$ cat config.mk
export PLATFORM = sky130hd
export DESIGN_NAME = ipc_config
export DESIGN_NICKNAME = d
export VERILOG_FILES = /design/src/ipc_pkg.sv /design/src/ipc_config.sv /design/src/ipc_rank.sv
export SDC_FILE = /design/constraint.sdc
export NUM_CORES = 1
export LEC_CHECK = 0
export BUFFER_PORTS_ARGS = -buffer_cell sky130_fd_sc_hd__buf_4
export CELL_PAD_IN_SITES_DETAIL_PLACEMENT = 0
export CELL_PAD_IN_SITES_GLOBAL_PLACEMENT = 2
export CORE_ASPECT_RATIO = 0.9
export CORE_UTILIZATION = 36
export DETAILED_ROUTE_END_ITERATION = 8
export GPL_TIMING_DRIVEN = 0
export PLACE_DENSITY = 0.85
export SLEW_MARGIN = 20
export SYNTH_ARGS = -nofsm -noshare
export SYNTH_HDL_FRONTEND = slang
export SYNTH_SLANG_ARGS = --single-unit
export TNS_END_PERCENT = 100
$ cat constraint.sdc
create_clock -name sys_clk -period 13.95 [get_ports sys_clk]
set_input_delay 3.4875 -clock sys_clk [delete_from_list [all_inputs] [get_ports sys_clk]]
set_output_delay 3.4875 -clock sys_clk [all_outputs]
set_load 0.01 [all_outputs]
$ cat src/ipc_pkg.sv
/*
 * Constants, field layouts and types for the interrupt priority configuration block.
 * Assumes a single 125 MHz system clock and an AXI4-Lite register bus with 32-bit data.
 */
package ipc_pkg;

   // ****************************************************************
   // Bus geometry
   // ****************************************************************
   localparam int          IPC_ADDR_W      = 4;
   localparam int          IPC_DATA_W      = 32;
   localparam int          IPC_STRB_W      = IPC_DATA_W / 8;
   localparam int          IPC_NUM_REGS    = 2;

   // Register byte offsets
   localparam logic [3:0]  IPC_OFS_CTRL7   = 4'h0;  // priority_control_seven
   localparam logic [3:0]  IPC_OFS_CTRL8   = 4'h4;  // priority_control_eight
   localparam logic [3:0]  IPC_OFS_STATUS  = 4'h8;  // arbitration status, read only

   // ****************************************************************
   // Field layout: one source per byte lane
   // ****************************************************************
   localparam int          IPC_SRC_PER_REG = 4;
   localparam int          IPC_NUM_SRC     = IPC_NUM_REGS * IPC_SRC_PER_REG;
   localparam int          IPC_SRC_IDX_W   = 3;
   localparam int          IPC_LANE_W      = 8;
   localparam int          IPC_PRIO_LSB    = 2;
   localparam int          IPC_PRIO_W      = 3;
   localparam int          IPC_SUB_LSB     = 0;
   localparam int          IPC_SUB_W       = 2;
   localparam logic [7:0]  IPC_LANE_MASK   = 8'h1f;        // reserved bits 7..5 of each lane
   localparam logic [31:0] IPC_REG_RESET   = 32'h00000000;
   localparam logic [2:0]  IPC_PRIO_OFF    = 3'h0;

   // Source index = register * 4 + byte lane
   localparam int          IPC_SRC_PARALLEL_PORT = 0;
   localparam int          IPC_SRC_COMPARATOR_1  = 1;
   localparam int          IPC_SRC_COMPARATOR_2  = 2;
   localparam int          IPC_SRC_SERIAL_PERIPH = 3;
   localparam int          IPC_SRC_SERIAL_PORT_2 = 4;
   localparam int          IPC_SRC_TWOWIRE_2     = 5;
   localparam int          IPC_SRC_CLOCK_MONITOR = 6;
   localparam int          IPC_SRC_CALENDAR      = 7;

   // ****************************************************************
   // Status register layout
   // ****************************************************************
   localparam int          IPC_ST_VALID_BIT = 31;
   localparam int          IPC_ST_PEND_LSB  = 16;
   localparam int          IPC_ST_SRC_LSB   = 8;
   localparam int          IPC_ST_LVL_LSB   = 2;
   localparam int          IPC_ST_SUB_LSB   = 0;

   // AXI responses
   localparam logic [1:0]  IPC_RESP_OKAY   = 2'b00;
   localparam logic [1:0]  IPC_RESP_SLVERR = 2'b10;

   // Write channel sequencing
   typedef enum logic [0:0] {
      IPC_WS_COLLECT,
      IPC_WS_RESP
   } ipc_wr_state_t;

endpackage : ipc_pkg

$ cat src/ipc_config.sv
/*
 * Interrupt priority configuration: two priority control registers behind AXI4-Lite,
 * per-source enable by nonzero priority, and a registered winner of the pending sources.
 * Assumes source requests are synchronous levels on sys_clk; one clock, no interrupt logic.
 */
`timescale 1ns/100ps

module ipc_config (
   input  wire logic                              sys_clk,        // 125 MHz clock
   input  wire logic                              nrst,           // async reset, low
   // AXI4-Lite write address
   input  wire logic                              s_axi_awvalid,  // address valid
   output logic                                   s_axi_awready,  // address taken
   input  wire logic [ipc_pkg::IPC_ADDR_W-1:0]    s_axi_awaddr,   // byte address
   // AXI4-Lite write data
   input  wire logic                              s_axi_wvalid,   // data valid
   output logic                                   s_axi_wready,   // data taken
   input  wire logic [ipc_pkg::IPC_DATA_W-1:0]    s_axi_wdata,    // write data
   input  wire logic [ipc_pkg::IPC_STRB_W-1:0]    s_axi_wstrb,    // byte enables
   // AXI4-Lite write response
   output logic                                   s_axi_bvalid,   // response valid
   input  wire logic                              s_axi_bready,   // response taken
   output logic [1:0]                             s_axi_bresp,    // response code
   // AXI4-Lite read address
   input  wire logic                              s_axi_arvalid,  // address valid
   output logic                                   s_axi_arready,  // address taken
   input  wire logic [ipc_pkg::IPC_ADDR_W-1:0]    s_axi_araddr,   // byte address
   // AXI4-Lite read data
   output logic                                   s_axi_rvalid,   // data valid
   input  wire logic                              s_axi_rready,   // data taken
   output logic [ipc_pkg::IPC_DATA_W-1:0]         s_axi_rdata,    // read data
   output logic [1:0]                             s_axi_rresp,    // response code
   // Interrupt sources and arbitration result
   input  wire logic [ipc_pkg::IPC_NUM_SRC-1:0]   src_req,        // source request levels
   output logic                                   irq_pending,    // enabled request exists
   output logic [ipc_pkg::IPC_SRC_IDX_W-1:0]      irq_source,     // winning source index
   output logic [ipc_pkg::IPC_PRIO_W-1:0]         irq_level,      // winning priority
   output logic [ipc_pkg::IPC_SUB_W-1:0]          irq_subpriority // winning subpriority
);
   import ipc_pkg::*;

   // ****************************************************************
   // Register storage
   // ****************************************************************
   logic [IPC_DATA_W-1:0]    ctrl_r [IPC_NUM_REGS];
   logic [IPC_DATA_W-1:0]    ctrl_nxt [IPC_NUM_REGS];

   // Write channel state
   ipc_wr_state_t            wstate_r;
   logic                     aw_held_r;
   logic [IPC_ADDR_W-1:0]    awaddr_r;
   logic                     w_held_r;
   logic [IPC_DATA_W-1:0]    wdata_r;
   logic [IPC_STRB_W-1:0]    wstrb_r;
   logic [1:0]               bresp_r;

   // Read channel state
   logic                     rvalid_r;
   logic [IPC_DATA_W-1:0]    rdata_r;
   logic [1:0]               rresp_r;

   // Arbitration result
   logic                     pend_r;
   logic [IPC_SRC_IDX_W-1:0] src_r;
   logic [IPC_PRIO_W-1:0]    lvl_r;
   logic [IPC_SUB_W-1:0]     sub_r;
   logic [IPC_NUM_SRC-1:0]   en_req_r;

   // ****************************************************************
   // Write channel decode
   // ****************************************************************
   // Commit only in the collect state: an address taken while the
   // response waits is parked until the master accepts that response.
   wire aw_fire    = s_axi_awvalid & s_axi_awready;
   wire w_fire     = s_axi_wvalid & s_axi_wready;
   wire b_fire     = s_axi_bvalid & s_axi_bready;
   wire do_write   = (wstate_r == IPC_WS_COLLECT) & aw_held_r & w_held_r;
   wire wr_ctrl7   = do_write & (awaddr_r == IPC_OFS_CTRL7);
   wire wr_ctrl8   = do_write & (awaddr_r == IPC_OFS_CTRL8);
   wire wr_status  = do_write & (awaddr_r == IPC_OFS_STATUS);
   wire wr_mapped  = wr_ctrl7 | wr_ctrl8 | wr_status;
   wire [1:0] wr_resp = wr_mapped ? IPC_RESP_OKAY : IPC_RESP_SLVERR;

   // Each channel takes one item and then holds it until the commit
   assign s_axi_awready = ~aw_held_r;
   assign s_axi_wready  = ~w_held_r;
   assign s_axi_bvalid  = (wstate_r == IPC_WS_RESP);
   assign s_axi_bresp   = bresp_r;

   // ****************************************************************
   // Byte-lane merge of write data
   // ****************************************************************
   // Reserved lane bits are stored as zero whatever is written, so a careless
   // writer cannot park state in them.
   generate
      for (genvar b = 0; b < IPC_STRB_W; b++) begin : g_lane
         wire [7:0] lane_in = wdata_r[b*IPC_LANE_W +: IPC_LANE_W] & IPC_LANE_MASK;
         wire       take7   = wr_ctrl7 & wstrb_r[b];
         wire       take8   = wr_ctrl8 & wstrb_r[b];
         assign ctrl_nxt[0][b*IPC_LANE_W +: IPC_LANE_W] =
            take7 ? lane_in : ctrl_r[0][b*IPC_LANE_W +: IPC_LANE_W];
         assign ctrl_nxt[1][b*IPC_LANE_W +: IPC_LANE_W] =
            take8 ? lane_in : ctrl_r[1][b*IPC_LANE_W +: IPC_LANE_W];
      end
   endgenerate

   // Address and data capture, independent order
   always_ff @(posedge sys_clk or negedge nrst) begin
      if (!nrst) begin
         aw_held_r <= 1'b0;
         awaddr_r  <= '0;
      end else if (aw_fire) begin
         aw_held_r <= 1'b1;
         awaddr_r  <= s_axi_awaddr;
      end else if (do_write) begin
         aw_held_r <= 1'b0;
      end
   end

   always_ff @(posedge sys_clk or negedge nrst) begin
      if (!nrst) begin
         w_held_r <= 1'b0;
         wdata_r  <= '0;
         wstrb_r  <= '0;
      end else if (w_fire) begin
         w_held_r <= 1'b1;
         wdata_r  <= s_axi_wdata;
         wstrb_r  <= s_axi_wstrb;
      end else if (do_write) begin
         w_held_r <= 1'b0;
      end
   end

   // Commit and response sequencing
   always_ff @(posedge sys_clk or negedge nrst) begin
      if (!nrst) begin
         wstate_r <= IPC_WS_COLLECT;
         bresp_r  <= IPC_RESP_OKAY;
      end else begin
         case (wstate_r)
            IPC_WS_COLLECT: begin
               if (do_write) begin
                  wstate_r <= IPC_WS_RESP;
                  bresp_r  <= wr_resp;
               end
            end
            IPC_WS_RESP: begin
               if (b_fire) begin
                  wstate_r <= IPC_WS_COLLECT;
               end
            end
            default: begin
               wstate_r <= IPC_WS_COLLECT;
            end
         endcase
      end
   end

   // Lanes merge a byte at a time, so a partial-strobe write leaves the
   // other sources of the same register untouched.
   // Priority control registers, all writable fields clear at reset
   always_ff @(posedge sys_clk or negedge nrst) begin
      if (!nrst) begin
         ctrl_r[0] <= IPC_REG_RESET;
         ctrl_r[1] <= IPC_REG_RESET;
      end else begin
         ctrl_r[0] <= ctrl_nxt[0];
         ctrl_r[1] <= ctrl_nxt[1];
      end
   end

   // ****************************************************************
   // Per-source fields and enable
   // ****************************************************************
   // Source i lives in register i/4, byte lane i%4: this places comparator one
   // at 12-10/9-8 and the parallel port at 4-2/1-0 of the first register, and the
   // calendar, monitor, twowire and serial port lanes high to low in the second.
   logic [IPC_NUM_SRC*IPC_PRIO_W-1:0] prio_flat;
   logic [IPC_NUM_SRC*IPC_SUB_W-1:0]  sub_flat;
   logic [IPC_NUM_SRC-1:0]            src_en;

   generate
      for (genvar s = 0; s < IPC_NUM_SRC; s++) begin : g_src
         localparam int REG  = s / IPC_SRC_PER_REG;
         localparam int LANE = s % IPC_SRC_PER_REG;
         wire [IPC_PRIO_W-1:0] prio_s =
            ctrl_r[REG][LANE*IPC_LANE_W + IPC_PRIO_LSB +: IPC_PRIO_W];
         wire [IPC_SUB_W-1:0]  sub_s  =
            ctrl_r[REG][LANE*IPC_LANE_W + IPC_SUB_LSB +: IPC_SUB_W];
         assign prio_flat[s*IPC_PRIO_W +: IPC_PRIO_W] = prio_s;
         assign sub_flat[s*IPC_SUB_W +: IPC_SUB_W]    = sub_s;
         // A zero priority masks the request outright
         assign src_en[s] = src_req[s] & (prio_s != IPC_PRIO_OFF);
      end
   endgenerate

   // ****************************************************************
   // Ranking
   // ****************************************************************
   logic                     win_valid;
   logic [IPC_SRC_IDX_W-1:0] win_idx;
   logic [IPC_PRIO_W-1:0]    win_lvl;
   logic [IPC_SUB_W-1:0]     win_sub;

   // Ties fall to the lower source index; software wanting another order
   // must give the sources distinct subpriorities.
   ipc_rank #(
      .N  (IPC_NUM_SRC),
      .PW (IPC_PRIO_W),
      .SW (IPC_SUB_W),
      .IW (IPC_SRC_IDX_W)
   ) u_rank (
      .en        (src_en),
      .prio_flat (prio_flat),
      .sub_flat  (sub_flat),
      .win_valid (win_valid),
      .win_idx   (win_idx),
      .win_lvl   (win_lvl),
      .win_sub   (win_sub)
   );

   // The register costs a cycle of latency but keeps the ranking chain
   // off the outputs and off the status read path.
   // Registered result, one cycle behind requests and settings
   always_ff @(posedge sys_clk or negedge nrst) begin
      if (!nrst) begin
         pend_r   <= 1'b0;
         src_r    <= '0;
         lvl_r    <= '0;
         sub_r    <= '0;
         en_req_r <= '0;
      end else begin
         pend_r   <= win_valid;
         src_r    <= win_idx;
         lvl_r    <= win_lvl;
         sub_r    <= win_sub;
         en_req_r <= src_en;
      end
   end

   assign irq_pending     = pend_r;
   assign irq_source      = src_r;
   assign irq_level       = lvl_r;
   assign irq_subpriority = sub_r;

   // ****************************************************************
   // Read channel
   // ****************************************************************
   wire ar_fire = s_axi_arvalid & s_axi_arready;
   wire r_fire  = s_axi_rvalid & s_axi_rready;

   // The enable field lags the pins by one cycle like the winner, so a
   // read returns one consistent snapshot.
   // Status word gathers the live arbitration state
   wire [IPC_DATA_W-1:0] status_word =
      (IPC_DATA_W'(pend_r)   << IPC_ST_VALID_BIT) |
      (IPC_DATA_W'(en_req_r) << IPC_ST_PEND_LSB)  |
      (IPC_DATA_W'(src_r)    << IPC_ST_SRC_LSB)   |
      (IPC_DATA_W'(lvl_r)    << IPC_ST_LVL_LSB)   |
      (IPC_DATA_W'(sub_r)    << IPC_ST_SUB_LSB);

   wire rd_ctrl7  = (s_axi_araddr == IPC_OFS_CTRL7);
   wire rd_ctrl8  = (s_axi_araddr == IPC_OFS_CTRL8);
   wire rd_status = (s_axi_araddr == IPC_OFS_STATUS);
   wire rd_mapped = rd_ctrl7 | rd_ctrl8 | rd_status;

   // Decode straight from the address pins; they are only looked at on
   // the accepting edge, so no address register is needed.
   // Reserved bits read back as stored zero
   wire [IPC_DATA_W-1:0] rd_mux =
      rd_ctrl7  ? ctrl_r[0] :
      rd_ctrl8  ? ctrl_r[1] :
      rd_status ? status_word : '0;

   assign s_axi_arready = ~rvalid_r;
   assign s_axi_rvalid  = rvalid_r;
   assign s_axi_rdata   = rdata_r;
   assign s_axi_rresp   = rresp_r;

   // A response code is kept with the data so an unmapped read is refused
   // without touching any register.
   // Only one read outstanding; data held until taken
   always_ff @(posedge sys_clk or negedge nrst) begin
      if (!nrst) begin
         rvalid_r <= 1'b0;
         rdata_r  <= '0;
         rresp_r  <= IPC_RESP_OKAY;
      end else if (ar_fire) begin
         rvalid_r <= 1'b1;
         rdata_r  <= rd_mux;
         rresp_r  <= rd_mapped ? IPC_RESP_OKAY : IPC_RESP_SLVERR;
      end else if (r_fire) begin
         rvalid_r <= 1'b0;
      end
   end

endmodule : ipc_config

$ cat src/ipc_rank.sv
/*
 * Combinational ranking of enabled interrupt sources by priority then subpriority.
 * Assumes requests arrive already gated by the caller; lower index wins a full tie.
 */
`timescale 1ns/100ps
module ipc_rank #(
   parameter int N  = 8,   // number of sources
   parameter int PW = 3,   // priority width
   parameter int SW = 2,   // subpriority width
   parameter int IW = 3    // source index width
) (
   input  wire logic [N-1:0]    en,        // enabled, pending sources
   input  wire logic [N*PW-1:0] prio_flat, // priority per source
   input  wire logic [N*SW-1:0] sub_flat,  // subpriority per source
   output logic                 win_valid, // some source wins
   output logic [IW-1:0]        win_idx,   // winning source
   output logic [PW-1:0]        win_lvl,   // its priority
   output logic [SW-1:0]        win_sub    // its subpriority
);
   import ipc_pkg::*;

   logic          c_valid [N+1];
   logic [IW-1:0] c_idx   [N+1];
   logic [PW-1:0] c_lvl   [N+1];
   logic [SW-1:0] c_sub   [N+1];

   // Empty candidate at the head of the chain
   assign c_valid[0] = 1'b0;
   assign c_idx[0]   = '0;
   assign c_lvl[0]   = '0;
   assign c_sub[0]   = '0;

   // ****************************************************************
   // Chain of compare stages, one per source
   // ****************************************************************
   generate
      for (genvar i = 0; i < N; i++) begin : g_stage
         wire [PW-1:0] lvl_i = prio_flat[i*PW +: PW];
         wire [SW-1:0] sub_i = sub_flat[i*SW +: SW];
         // Strict compare keeps the earlier source on a tie
         wire take_i = en[i] && (!c_valid[i] || (lvl_i > c_lvl[i]) ||
                       ((lvl_i == c_lvl[i]) && (sub_i > c_sub[i])));
         assign c_valid[i+1] = c_valid[i] | en[i];
         assign c_idx[i+1]   = take_i ? IW'(i) : c_idx[i];
         assign c_lvl[i+1]   = take_i ? lvl_i : c_lvl[i];
         assign c_sub[i+1]   = take_i ? sub_i : c_sub[i];
      end
   endgenerate

   assign win_valid = c_valid[N];
   assign win_idx   = c_idx[N];
   assign win_lvl   = c_lvl[N];
   assign win_sub   = c_sub[N];

endmodule : ipc_rank

# Word-level counts from Yosys, hierarchy flattened

Cells that the tools add are included.

Flip-flop bits (word level): 134
Bits of input ports: 59
Output and inout bits: 50
Word-level logic and storage cells: 178

Order comparisons: 14
Equal/unequal tests: 11
Mux-type cells: 36
Bitwise gates (word level): 45
Reduce and logical (&&, ||, !) cells: 49

Operators with widths:

| kind                 | number |
|---|---|
| $mux W32             | 3 |
| $mux W3              | 14 |
| $or A32 B11 Y32      | 1 |
| $or A32 B2 Y32       | 1 |
| $or A32 B24 Y32      | 1 |
| $or A32 B5 Y32       | 1 |
| $and A1 B1 Y1        | 26 |
| $reduce_bool A3 Y1   | 8 |
| $eq A3 B3 Y1         | 7 |
| $gt A3 B3 Y1         | 7 |
| $mux W2              | 10 |
| $gt A2 B2 Y1         | 7 |
| $logic_and A1 B1 Y1  | 14 |
| $logic_or A1 B1 Y1   | 14 |
| $or A1 B1 Y1         | 11 |
| $eq A4 B3 Y1 const B | 2 |
| $eq A4 B4 Y1 const B | 2 |
| $logic_not A4 Y1     | 2 |
| $mux W1              | 8 |
| $logic_not A1 Y1     | 7 |
| $reduce_bool A2 Y1   | 3 |
| $not A1 Y1           | 4 |
| $pmux W1 S2          | 1 |
| $reduce_and A2 Y1    | 1 |

# Logic depth before layout (Yosys ltp)

Gate-level depths: netlist of the first run.

Depth after elaboration: 38
Mapped depth: 64
Gate-level depth less buffers: 63

# By module

Synthesis of the first run repeated with hierarchy kept, for this count alone.

Cells, all modules: 603
Area, all modules: 6387.4 µm²

By module, submodules not included:

| module     | instances | cells an instance | area an instance (µm²) | seq. area each (µm²) |
|---|---|---|---|---|
| ipc_config | 1         | 359               | 4702.0                 | 2877.8 |
| ipc_rank   | 1         | 244               | 1685.4                 | 0.0 |

# Least setup slack after synthesis of the first run

No wires, ideal clock.

Kind: input-to-reg
Start point: in src_req[0] (netlist name)
End point: reg sub_r[0], in the netlist irq_subpriority[0]
Setup time: 0.126 ns
Data arrival time: 14.107 ns
Required time: 13.824 ns
Setup slack: -0.283 ns
Stages: 58
Path buffers: 2
Cells stage by stage: o31a_2 -> nand2_1 -> ha_1 -> nor2b_1 -> o21a_1 -> o211a_4 -> o21ai_0 -> inv_1 -> ha_1 -> a21oi_1 -> a21oi_1 -> a21oi_1 -> nand2_1 -> a21oi_1 -> o22a_1 -> mux2i_1 -> ha_1 -> nor2b_1 -> [22 not listed] -> a32oi_4 -> o21ai_4 -> mux2_2 -> ha_1 -> a21oi_1 -> a21oi_1 -> o22ai_1 -> a21oi_1 -> clkbuf_1 -> mux2_2 -> ha_1 -> a21oi_1 -> a21oi_1 -> o22ai_1 -> a21oi_1 -> clkbuf_1 -> nor2_1 -> a221o_1

RTL lines:

| what                 | RTL line          | source |
|---|---|---|
| from (decl)          | ipc_config.sv:34  | `input wire logic [ipc_pkg::IPC_NUM_SRC-1:0] src_req,` |
| to (signal assigned) | ipc_config.sv:236 | `sub_r <= win_sub;` |
| to (decl)            | ipc_config.sv:66  | `logic [IPC_SUB_W-1:0] sub_r;` |

==> results of run 1 <==
registers in the layout (all words and copies together), names as in the netlist:
register         count
en_req_r             8
irq_pending          1
irq_subpriority      2
s_axi_rresp          1
wdata_r             20
aw_held_r            1
s_axi_rvalid         1
irq_level            3
irq_source           3
s_axi_bvalid         1
s_axi_bresp          1
awaddr_r             4
w_held_r             1
wstrb_r              4
ctrl_r              40
s_axi_rdata         24
worst max path at each step:
stage | cells after the start | slack, ns | endpoint | from
2_1_floorplan | 58 | 0.03 | irq_subpriority[0] | src_req[0]
3_3_place_gp | 62 | -1.45 | irq_subpriority[0] | src_req[0]
3_5_place_dp | 62 | -1.61 | irq_subpriority[0] | src_req[0]
4_1_cts | 63 | 0.004 | irq_subpriority[0] | src_req[0]
5_1_grt | 68 | -0.52 | irq_subpriority[0] | src_req[0]
6_report | 69 | -0.06 | irq_level[2] | src_req[0]
critical path, delay by kind of cell:
kind | cells | cell delay (ns)
buf+inv | 13 | 1.64
simple gates | 11 | 1.05
compound gates | 33 | 5.01
mux | 5 | 1.40
fa+ha+maj | 7 | 1.68
synth_stat cells, types with 7 or more instances:
master,instances
sky130_fd_sc_hd__o211ai_1,7
sky130_fd_sc_hd__clkbuf_1,17
sky130_fd_sc_hd__o31ai_1,12
sky130_fd_sc_hd__mux2_2,77
sky130_fd_sc_hd__inv_1,35
sky130_fd_sc_hd__nor2b_1,15
sky130_fd_sc_hd__mux2i_1,12
sky130_fd_sc_hd__nand2b_1,9
sky130_fd_sc_hd__o21ai_0,45
sky130_fd_sc_hd__a21oi_1,30
sky130_fd_sc_hd__ha_1,27
sky130_fd_sc_hd__nand2_1,75
sky130_fd_sc_hd__a21o_1,10
sky130_fd_sc_hd__dfrtp_1,115
sky130_fd_sc_hd__nand3_1,7
sky130_fd_sc_hd__buf_4,10
sky130_fd_sc_hd__nor2_1,11
sky130_fd_sc_hd__o21a_1,10
power groups by stage:
stage / sequential, mW / combinational (mW) / clock, mW
floorplan: 0.530 / 0.656 / 0
global placement: 0.579 / 0.838 / 0
detailed placement: 0.586 / 0.864 / 0
CTS: 0.584 / 1.04 / 0.437
global route: 0.605 / 1.44 / 0.455
finish: 0.592 / 1.35 / 0.429
what timing repair did:
action / 4_1_cts / 5_1_grt
buffers inserted: 28 / 18
gates cloned: 1 / 0
endpoints found under the setup margin: 8 / 8
gates resized for setup: 35 / 74
pin swaps: 28 / 51
cell families (layout without fill, tap and decap cells):
kind of cell    after synthesis  in the layout  synth area share, %
fa+ha+maj                    27             27                 5.33
mux                          92             92                 16.2
flops                       115            115                 45.4
simple gates                141            141                 10.4
buf+inv                      66            231                 4.52
compound gates              157            157                 18.0
other cells                   1             10               0.0592
metal layers:
layer | GRT usage (%) | wire, um
met1 | 26.9 | 8480
met2 | 32.0 | 8630
met3 | 6.16 | 1220
met4 | 7.34 | 425
met5 | 0 | 0
layout make-up:
cell class	count	area (um2)	share of cell area (%)
clock inverters	14	155	1.75
flip-flops and latches	115	2880	32.4
well taps	235	294	3.31
inverters	37	139	1.57
clock buffers	18	439	4.95
plain buffers	29	168	1.89
multi-input cells	427	3750	42.2
repair buffers	133	1050	11.8
==> results by stage, run 1 <==
Critical path:
- The endpoint of the worst register-to-register path is irq_level[2].
- The most numerous cell type found on the critical path is sky130_fd_sc_hd__a21oi_2.
- STA puts the critical path data required time at 14.26 ns.
- For the worst flop-to-flop path, the logic depth is 68.
- The cell type of the slowest stage on the worst timing path is sky130_fd_sc_hd__mux2_4.
- The maximum fanout encountered on the critical timing path is 6.
- For this run, the slowest stage of the critical path takes 0.33 ns.
- The critical path capture point type is a register.
- The startpoint of the lowest-slack register-to-register path is ctrl_r[34].
- The critical path launch point type is an input pin.
- The kind of critical path is input pin to register.
- The arrival time at the worst endpoint is 14.31 ns.
- The worst register-to-register path has a setup slack of 2.33 ns.

Final layout:
- Fill cells in the final layout number 1502.
- The count of cells in the finished layout, fillers not included, comes to 1008.
- Cells fill 52.0% of the core in the end.
- The number of nets at the end of the flow is 846.
- After routing the design area is 8870 um2.
- The antenna diode instance count is 0.
- The area overhead of the layout relative to synthesis is 40.1%.
- The most common cell after layout, fill and taps aside is sky130_fd_sc_hd__buf_4.
- In the layout the commonest cells are 133 x sky130_fd_sc_hd__buf_4, 115 x sky130_fd_sc_hd__dfrtp_1, 72 x sky130_fd_sc_hd__mux2_2, 69 x sky130_fd_sc_hd__nand2_1, 40 x sky130_fd_sc_hd__o21ai_0.
- Cells with a size suffix above 1 make up 44.9% of the layout.

STA:
- The slack of the critical path is -0.0562 ns.
- For the pin with the worst max-slew slack, the measured transition is 0.951 ns.
- Static timing analysis puts the maximum clock frequency at 71.4 MHz.
- The worst path uses 100% of the clock period.
- The minimum clock period after layout is 14.01 ns.
- The clock arrives with 0.00620 ns of skew.
- Setup repair after global routing could not meet its margin everywhere.
- The worst-case hold slack is 0.479 ns.
- Measured against its own limit, the worst slew margin works out to 36.6%.
- The max-slew violation total from the final report is 0.
- Summed over all failing endpoints, the final setup total negative slack is -0.120 ns.
- The hold violation count in the final report came to 0.
- Setup violations remaining at the end of the flow were counted as 3.

Synth:
- The post-synthesis cell type with the largest combined area is sky130_fd_sc_hd__dfrtp_1.
- For this run, the leading register cell type out of synthesis is sky130_fd_sc_hd__dfrtp_1.
- During synthesis, Yosys emitted a total of 0 warnings.
- Counting flops with a built-in enable in the synthesized netlist gives 0.
- The synthesized design contains 115 register bits.
- Synthesis produced 599 cells.
- A synthesized cell averages 10.6 um2.
- The portion of synthesized cell area occupied by the leading cell type is 45.4%.
- Yosys mapped the design onto 63 distinct sky130hd cell types.
- The async set-or-reset flop fraction in the synthesized netlist is 100%.
- The combined area of all synthesized cells is 6330 um2.
- The register area share after synthesis is 45.4%.
- Ranked by total cell area, the synthesized netlist is headed by sky130_fd_sc_hd__dfrtp_1 45%, sky130_fd_sc_hd__mux2_2 14%, sky130_fd_sc_hd__ha_1 5.3%, sky130_fd_sc_hd__nand2_1 4.4%, sky130_fd_sc_hd__o21ai_0 3.6%.

Route:
- Dividing the detail-routed wire length by the instance count gives 18.6 um.
- The starting DRC count in detailed routing is 219.
- The final routed DRC violation total is 0.
- Using the TritonRoute via totals, the vias-per-cell ratio works out to 5.18.
- The number of search-and-repair iterations in the first detailed-routing pass is 5.
- The final wirelength is 18800 um.
- In this run the remaining antenna-violating nets after routing total 0.
- Summing over every cut layer, the via total after detailed routing is 5221.

Clock tree:
- The TritonCTS buffer count is 17.
- The clock latency at the later pin of the worst-skew pair is 0.42 ns.
- The clock tree root driver cell is sky130_fd_sc_hd__clkbuf_16.
- In this run the deepest clock path goes through 2 buffers.
- The clock sink count is 115.
- The count of hold buffers inserted by post-cts repair is 0.
- The TritonCTS clock tree is built.
- The H-tree was split into 4 levels.
- The post-CTS clock slew at the launch and capture registers of the worst setup and hold paths is 0.06 ns.

Placement:
- The setup slack after placement is -1.61 ns.
- The routability congestion estimate from global placement is 0.851.
- After detailed placement, the design holds a cell count of 929.
- The area of placed instances is 7320 um2.
- Input and output buffers added on the ports amount to 86.
- The post-detailed-placement half-perimeter wirelength is 13300 um.

Power and ir drop:
- Summed over all cells, the static leakage comes to 4.09 nW.
- Summed over all nets, the switching power comes to 939 uW.
- In this run the power density over the cells is 267 nW/um2.
- Per report_power, the combinational group accounts for 56.9% of the total.
- Cell internal power was estimated by the tool at 1.43 mW.
- Net switching is 39.7% of the power.
- The completed layout was analyzed and its total power is 2.37 mW.
- The worst-case vdd ir drop is 150 uV.
- The proportion of power drawn by flip-flops and latches is 25.0%.
- The portion of total power attributed to the clock network is 18.1%.

Hold path:
- Along the worst hold path, the cell count comes to 2.
- The path type of the worst min-delay path is register to register.
- The worst hold endpoint is s_axi_rresp[1].
- The worst hold path begins at s_axi_rresp[1].

Die:
- The core footprint is 17100 um2.
- The starting density of the core is 37.1%.
- The full die area is 18100 um2.
- In this run the vertical extent of the chip is 128 um.
- The initialized floorplan defines 45 standard-cell rows.
- The number of I/O pins is 109.
- The die is 142 um wide.

Status:
- The run finished, with violations left.
- The final reports fail on negative setup slack.

Global routing:
- The number of global-route vias before repair is 5101.
- Global routing used 20.5% of the available tracks across all layers.
- The first global-routing pass estimated 27700 um of wire.
- The initial antenna violation count is 0.
- After global routing the overflow that remains totals 0.
- Entering global routing, the biggest net connects 116 pins.

Job:
- The reported max-cap violation count is 0.
No activity file was read; power rests on OpenSTA's default activity.
==> run 2: changes to the inputs <==
--- a/config.mk
+++ b/config.mk
@@ -11,7 +11,6 @@
 export CORE_ASPECT_RATIO = 0.9
 export CORE_UTILIZATION = 36
 export DETAILED_ROUTE_END_ITERATION = 8
-export GPL_TIMING_DRIVEN = 0
 export PLACE_DENSITY = 0.85
 export SLEW_MARGIN = 20
 export SYNTH_ARGS = -nofsm -noshare
==> run 2 against run 1 <==
The flow still finishes with violations (negative setup slack). Critical endpoint is now irq_level[0]. Global-route usage is essentially flat. Register-to-register slack got worse by 0.04 ns. Critical path type unchanged. Non-clock buffer count did not move. Highest routed layer unchanged.
==> results by stage, run 2 (synthesis gave the netlist of run 1 again) <==
Global routing:
- The initial antenna violation count came to 0 (unchanged).
- The aggregate global routing overflow is 0 (unchanged).
- The aggregate global-route resource usage is 20.5% (about the same).
- The largest net degree at the start of global routing came to 61 (was 116).
- The number of global-route vias before repair was 5170 (was 5101).
- The first-pass GRT wire length is 27900 um (was 27700 um).

Die:
- The full die area is 18100 um2 (unchanged).
- The die outline width is 142 um (unchanged).
- The core footprint came to 17100 um2 (unchanged).
- The site row count is 45 (unchanged).
- The starting density of the core is 37.1% (unchanged).
- The y dimension of the die came to 128 um (unchanged).
- The number of I/O pins is 109 (unchanged).

Final layout:
- The area overhead of the layout relative to synthesis is 38.1% (was 40.1%).
- The area of all placed cells without fillers is 8750 um2 (was 8870 um2).
- Most frequent cells in the layout: 158 x sky130_fd_sc_hd__buf_4, 115 x sky130_fd_sc_hd__dfrtp_1, 76 x sky130_fd_sc_hd__mux2_2, 69 x sky130_fd_sc_hd__nand2_1, 40 x sky130_fd_sc_hd__o21ai_0 (was 133 x sky130_fd_sc_hd__buf_4, 115 x sky130_fd_sc_hd__dfrtp_1, 72 x sky130_fd_sc_hd__mux2_2, 69 x sky130_fd_sc_hd__nand2_1, 40 x sky130_fd_sc_hd__o21ai_0).
- The filler-free cell count of the finished design came to 1008 (unchanged).
- The end-of-flow core utilization is 51.3% (was 52.0%).
- The flip-flop count of the largest register, all copies and words added is 40 (unchanged).
- The most common cell after layout, fill and taps aside is sky130_fd_sc_hd__buf_4 (unchanged).
- The number of nets at the end of the flow is 846 (unchanged).
- The fraction of final layout cells with drive strength greater than 1 is 45.1% (was 44.9%).
- The register with the most flip-flops is ctrl_r (unchanged).
- The antenna diode instance count came to 0 (unchanged).
- The filler cell count is 1527 (was 1502).

Power and ir drop:
- The leakage power summed over all cells came to 4.07 nW (was 4.09 nW).
- The total power per unit cell area is 263 nW/um2 (was 267 nW/um2).
- The worst-case vdd ir drop is 131 uV (was 150 uV).

Route:
- The average vias per placed instance was 5.11 (was 5.18).
- The number of nets still failing antenna checks after routing is 0 (unchanged).
- The average wire per standard cell was 17.8 um (was 18.6 um).
- The number of vias after detailed routing is 5148 (was 5221).
- The starting DRC count in detailed routing came to 267 (was 219).
- The number of search-and-repair iterations in the first detailed-routing pass was 5 (unchanged).
- The final routed DRC violation total is 0 (unchanged).
- The final wirelength is 18000 um (was 18800 um).

Critical path:
- The arrival time at the worst endpoint was 14.40 ns (was 14.31 ns).
- The register-to-register setup slack is 2.29 ns (was 2.33 ns).
- The kind of critical path is input pin to register (unchanged).
- The highest cell delay on the worst timing path is 0.34 ns (was 0.33 ns).
- The cell repeated most along the worst path is sky130_fd_sc_hd__buf_4 (was sky130_fd_sc_hd__a21oi_2).
- The destination of the critical timing path is irq_level[0] (was irq_level[2]).
- The critical path capture point type is a register (unchanged).
- The required time of the worst setup path was 14.29 ns (was 14.26 ns).
- The depth of the worst register-to-register path came to 72 (was 68).
- The cell type of the slowest stage on the worst timing path is sky130_fd_sc_hd__mux2_2 (was sky130_fd_sc_hd__mux2_4).
- The critical path launch point type is an input pin (unchanged).
- The maximum fanout encountered on the critical timing path is 7 (was 6).
- The endpoint of the worst register-to-register path is irq_level[0] (was irq_level[2]).
- The origin of the worst setup path is src_req[0] (unchanged).
- The startpoint of the lowest-slack register-to-register path is ctrl_r[34] (unchanged).

STA:
- The normalized max-slew margin came to 49.1% (was 36.6%).
- The setup violation total in the final timing report is 5 (was 3).
- The minimum clock period after layout is 14.06 ns (was 14.01 ns).
- RSZ-0062 raised after global routing: yes (unchanged).
- The final critical-path share of the clock period is 101% (was 100%).
- The highest clock frequency the design can meet was 71.1 MHz (was 71.4 MHz).
- The hold violation count in the final report came to 0 (unchanged).
- The slack of the critical path is -0.106 ns (was -0.0562 ns).
- The transition time at the pin with the least slew margin is 0.763 ns (was 0.951 ns).
- The worst clock skew was 0.00887 ns (was 0.00620 ns).
- The max-slew violation total from the final report is 0 (unchanged).

Clock tree:
- The TritonCTS buffer count was 17 (unchanged).
- The clock sink count was 115 (unchanged).
- The clock latency at the later pin of the worst-skew pair is 0.41 ns (was 0.42 ns).
- The H-tree depth reported by CTS is 4 (unchanged).
- The clock tree root driver cell is sky130_fd_sc_hd__clkbuf_16 (unchanged).
- The TritonCTS clock tree was built (unchanged).
- The worst-case clock buffer depth is 2 (unchanged).
- The post-CTS clock slew at the launch and capture registers of the worst setup and hold paths is 0.06 ns (about the same).
- The count of hold buffers inserted by post-cts repair was 0 (unchanged).

Status:
- Result of the run: complete, but fails checks (unchanged).
- Violated checks: negative setup slack (unchanged).

Placement:
- The number of I/O port buffers is 86 (unchanged).
- The post-detailed-placement half-perimeter wirelength came to 13400 um (was 13300 um).
- The routability congestion estimate from global placement is 0.856 (was 0.851).
- The area of placed instances is 7560 um2 (was 7320 um2).
- The count of placed standard cells including taps was 953 (was 929).

Hold path:
- The path type of the worst min-delay path was register to register (unchanged).

Job:
- The reported max-cap violation count came to 0 (unchanged).
[run 2: cell types whose count changed in the layout (fill, tap and decap cells not counted), sizes merged]
cell and change:
inv +2, clkbuf -17, buf +18, clkinvlp -3
[run 2: worst max-delay path: cells and delay by family]
family | cells | cell delay (ns)
multiplexers | 7 | 1.97
AND/OR/NAND/NOR | 7 | 0.71
AO/OA/AOI/OAI | 33 | 4.81
buffers and inverters | 16 | 1.90
adder cells (fa/ha/maj) | 7 | 1.54
[run 2: where the power goes]
part | total [mW] | internal (mW) | switching (mW)
clock network | 0.436 | 0.275 | 0.161
logic | 1.26 | 0.688 | 0.574
registers | 0.598 | 0.449 | 0.149
[run 2: through the flow]
stage / power, mW / worst slack, ns / TNS [ns] / hold WS (ns)
after CTS: 2.18 / -0.0177 / -0.0353 / 0.486
after global placement: 1.56 / -1.07 / -8.07 / 0.467
after global routing: 2.45 / -0.658 / -4.44 / 0.499
after detailed placement: 1.59 / -1.15 / -8.65 / 0.473
final: 2.30 / -0.106 / -0.273 / 0.477
after floorplan: 1.19 / 0.0345 / 0 / 0.483
[run 2: what timing repair did]
action | CTS | global route
pin swaps | 38 | 30
hold endpoints to repair | 0 | 0
setup endpoints to repair | 8 | 8
setup buffers | 17 | 8
resized for setup | 41 | 32
[run 2: layout make-up]
class	count	area, um2	area share [%]
clock buffers	19	453	5.18
repair buffers	162	1230	14.1
well taps	235	294	3.36
multi-input cells	427	3600	41.2
flip-flops and latches	115	2880	32.9
clock inverters	13	150	1.72
inverters	37	139	1.59
[run 2: worst min-delay path by stage]
stage | from | endpoint | slack [ns] | cells after the start
2_1_floorplan | en_req_r[5] | s_axi_rdata[21] | 0.48 | 2
3_3_place_gp | s_axi_rdata[16] | s_axi_rdata[16] | 0.47 | 2
3_5_place_dp | s_axi_rdata[4] | s_axi_rdata[4] | 0.47 | 2
4_1_cts | s_axi_rdata[4] | s_axi_rdata[4] | 0.49 | 2
5_1_grt | s_axi_rdata[4] | s_axi_rdata[4] | 0.50 | 2
6_report | s_axi_rdata[26] | s_axi_rdata[26] | 0.48 | 2
[run 2: metal layers]
layer	wire [um]	GRT usage, %	part of all wire [%]
met2	8060	31.4	45
met3	1080	4.89	6.0
met4	278	6.83	1.5
met5	0	0	0
met1	8580	28.4	48
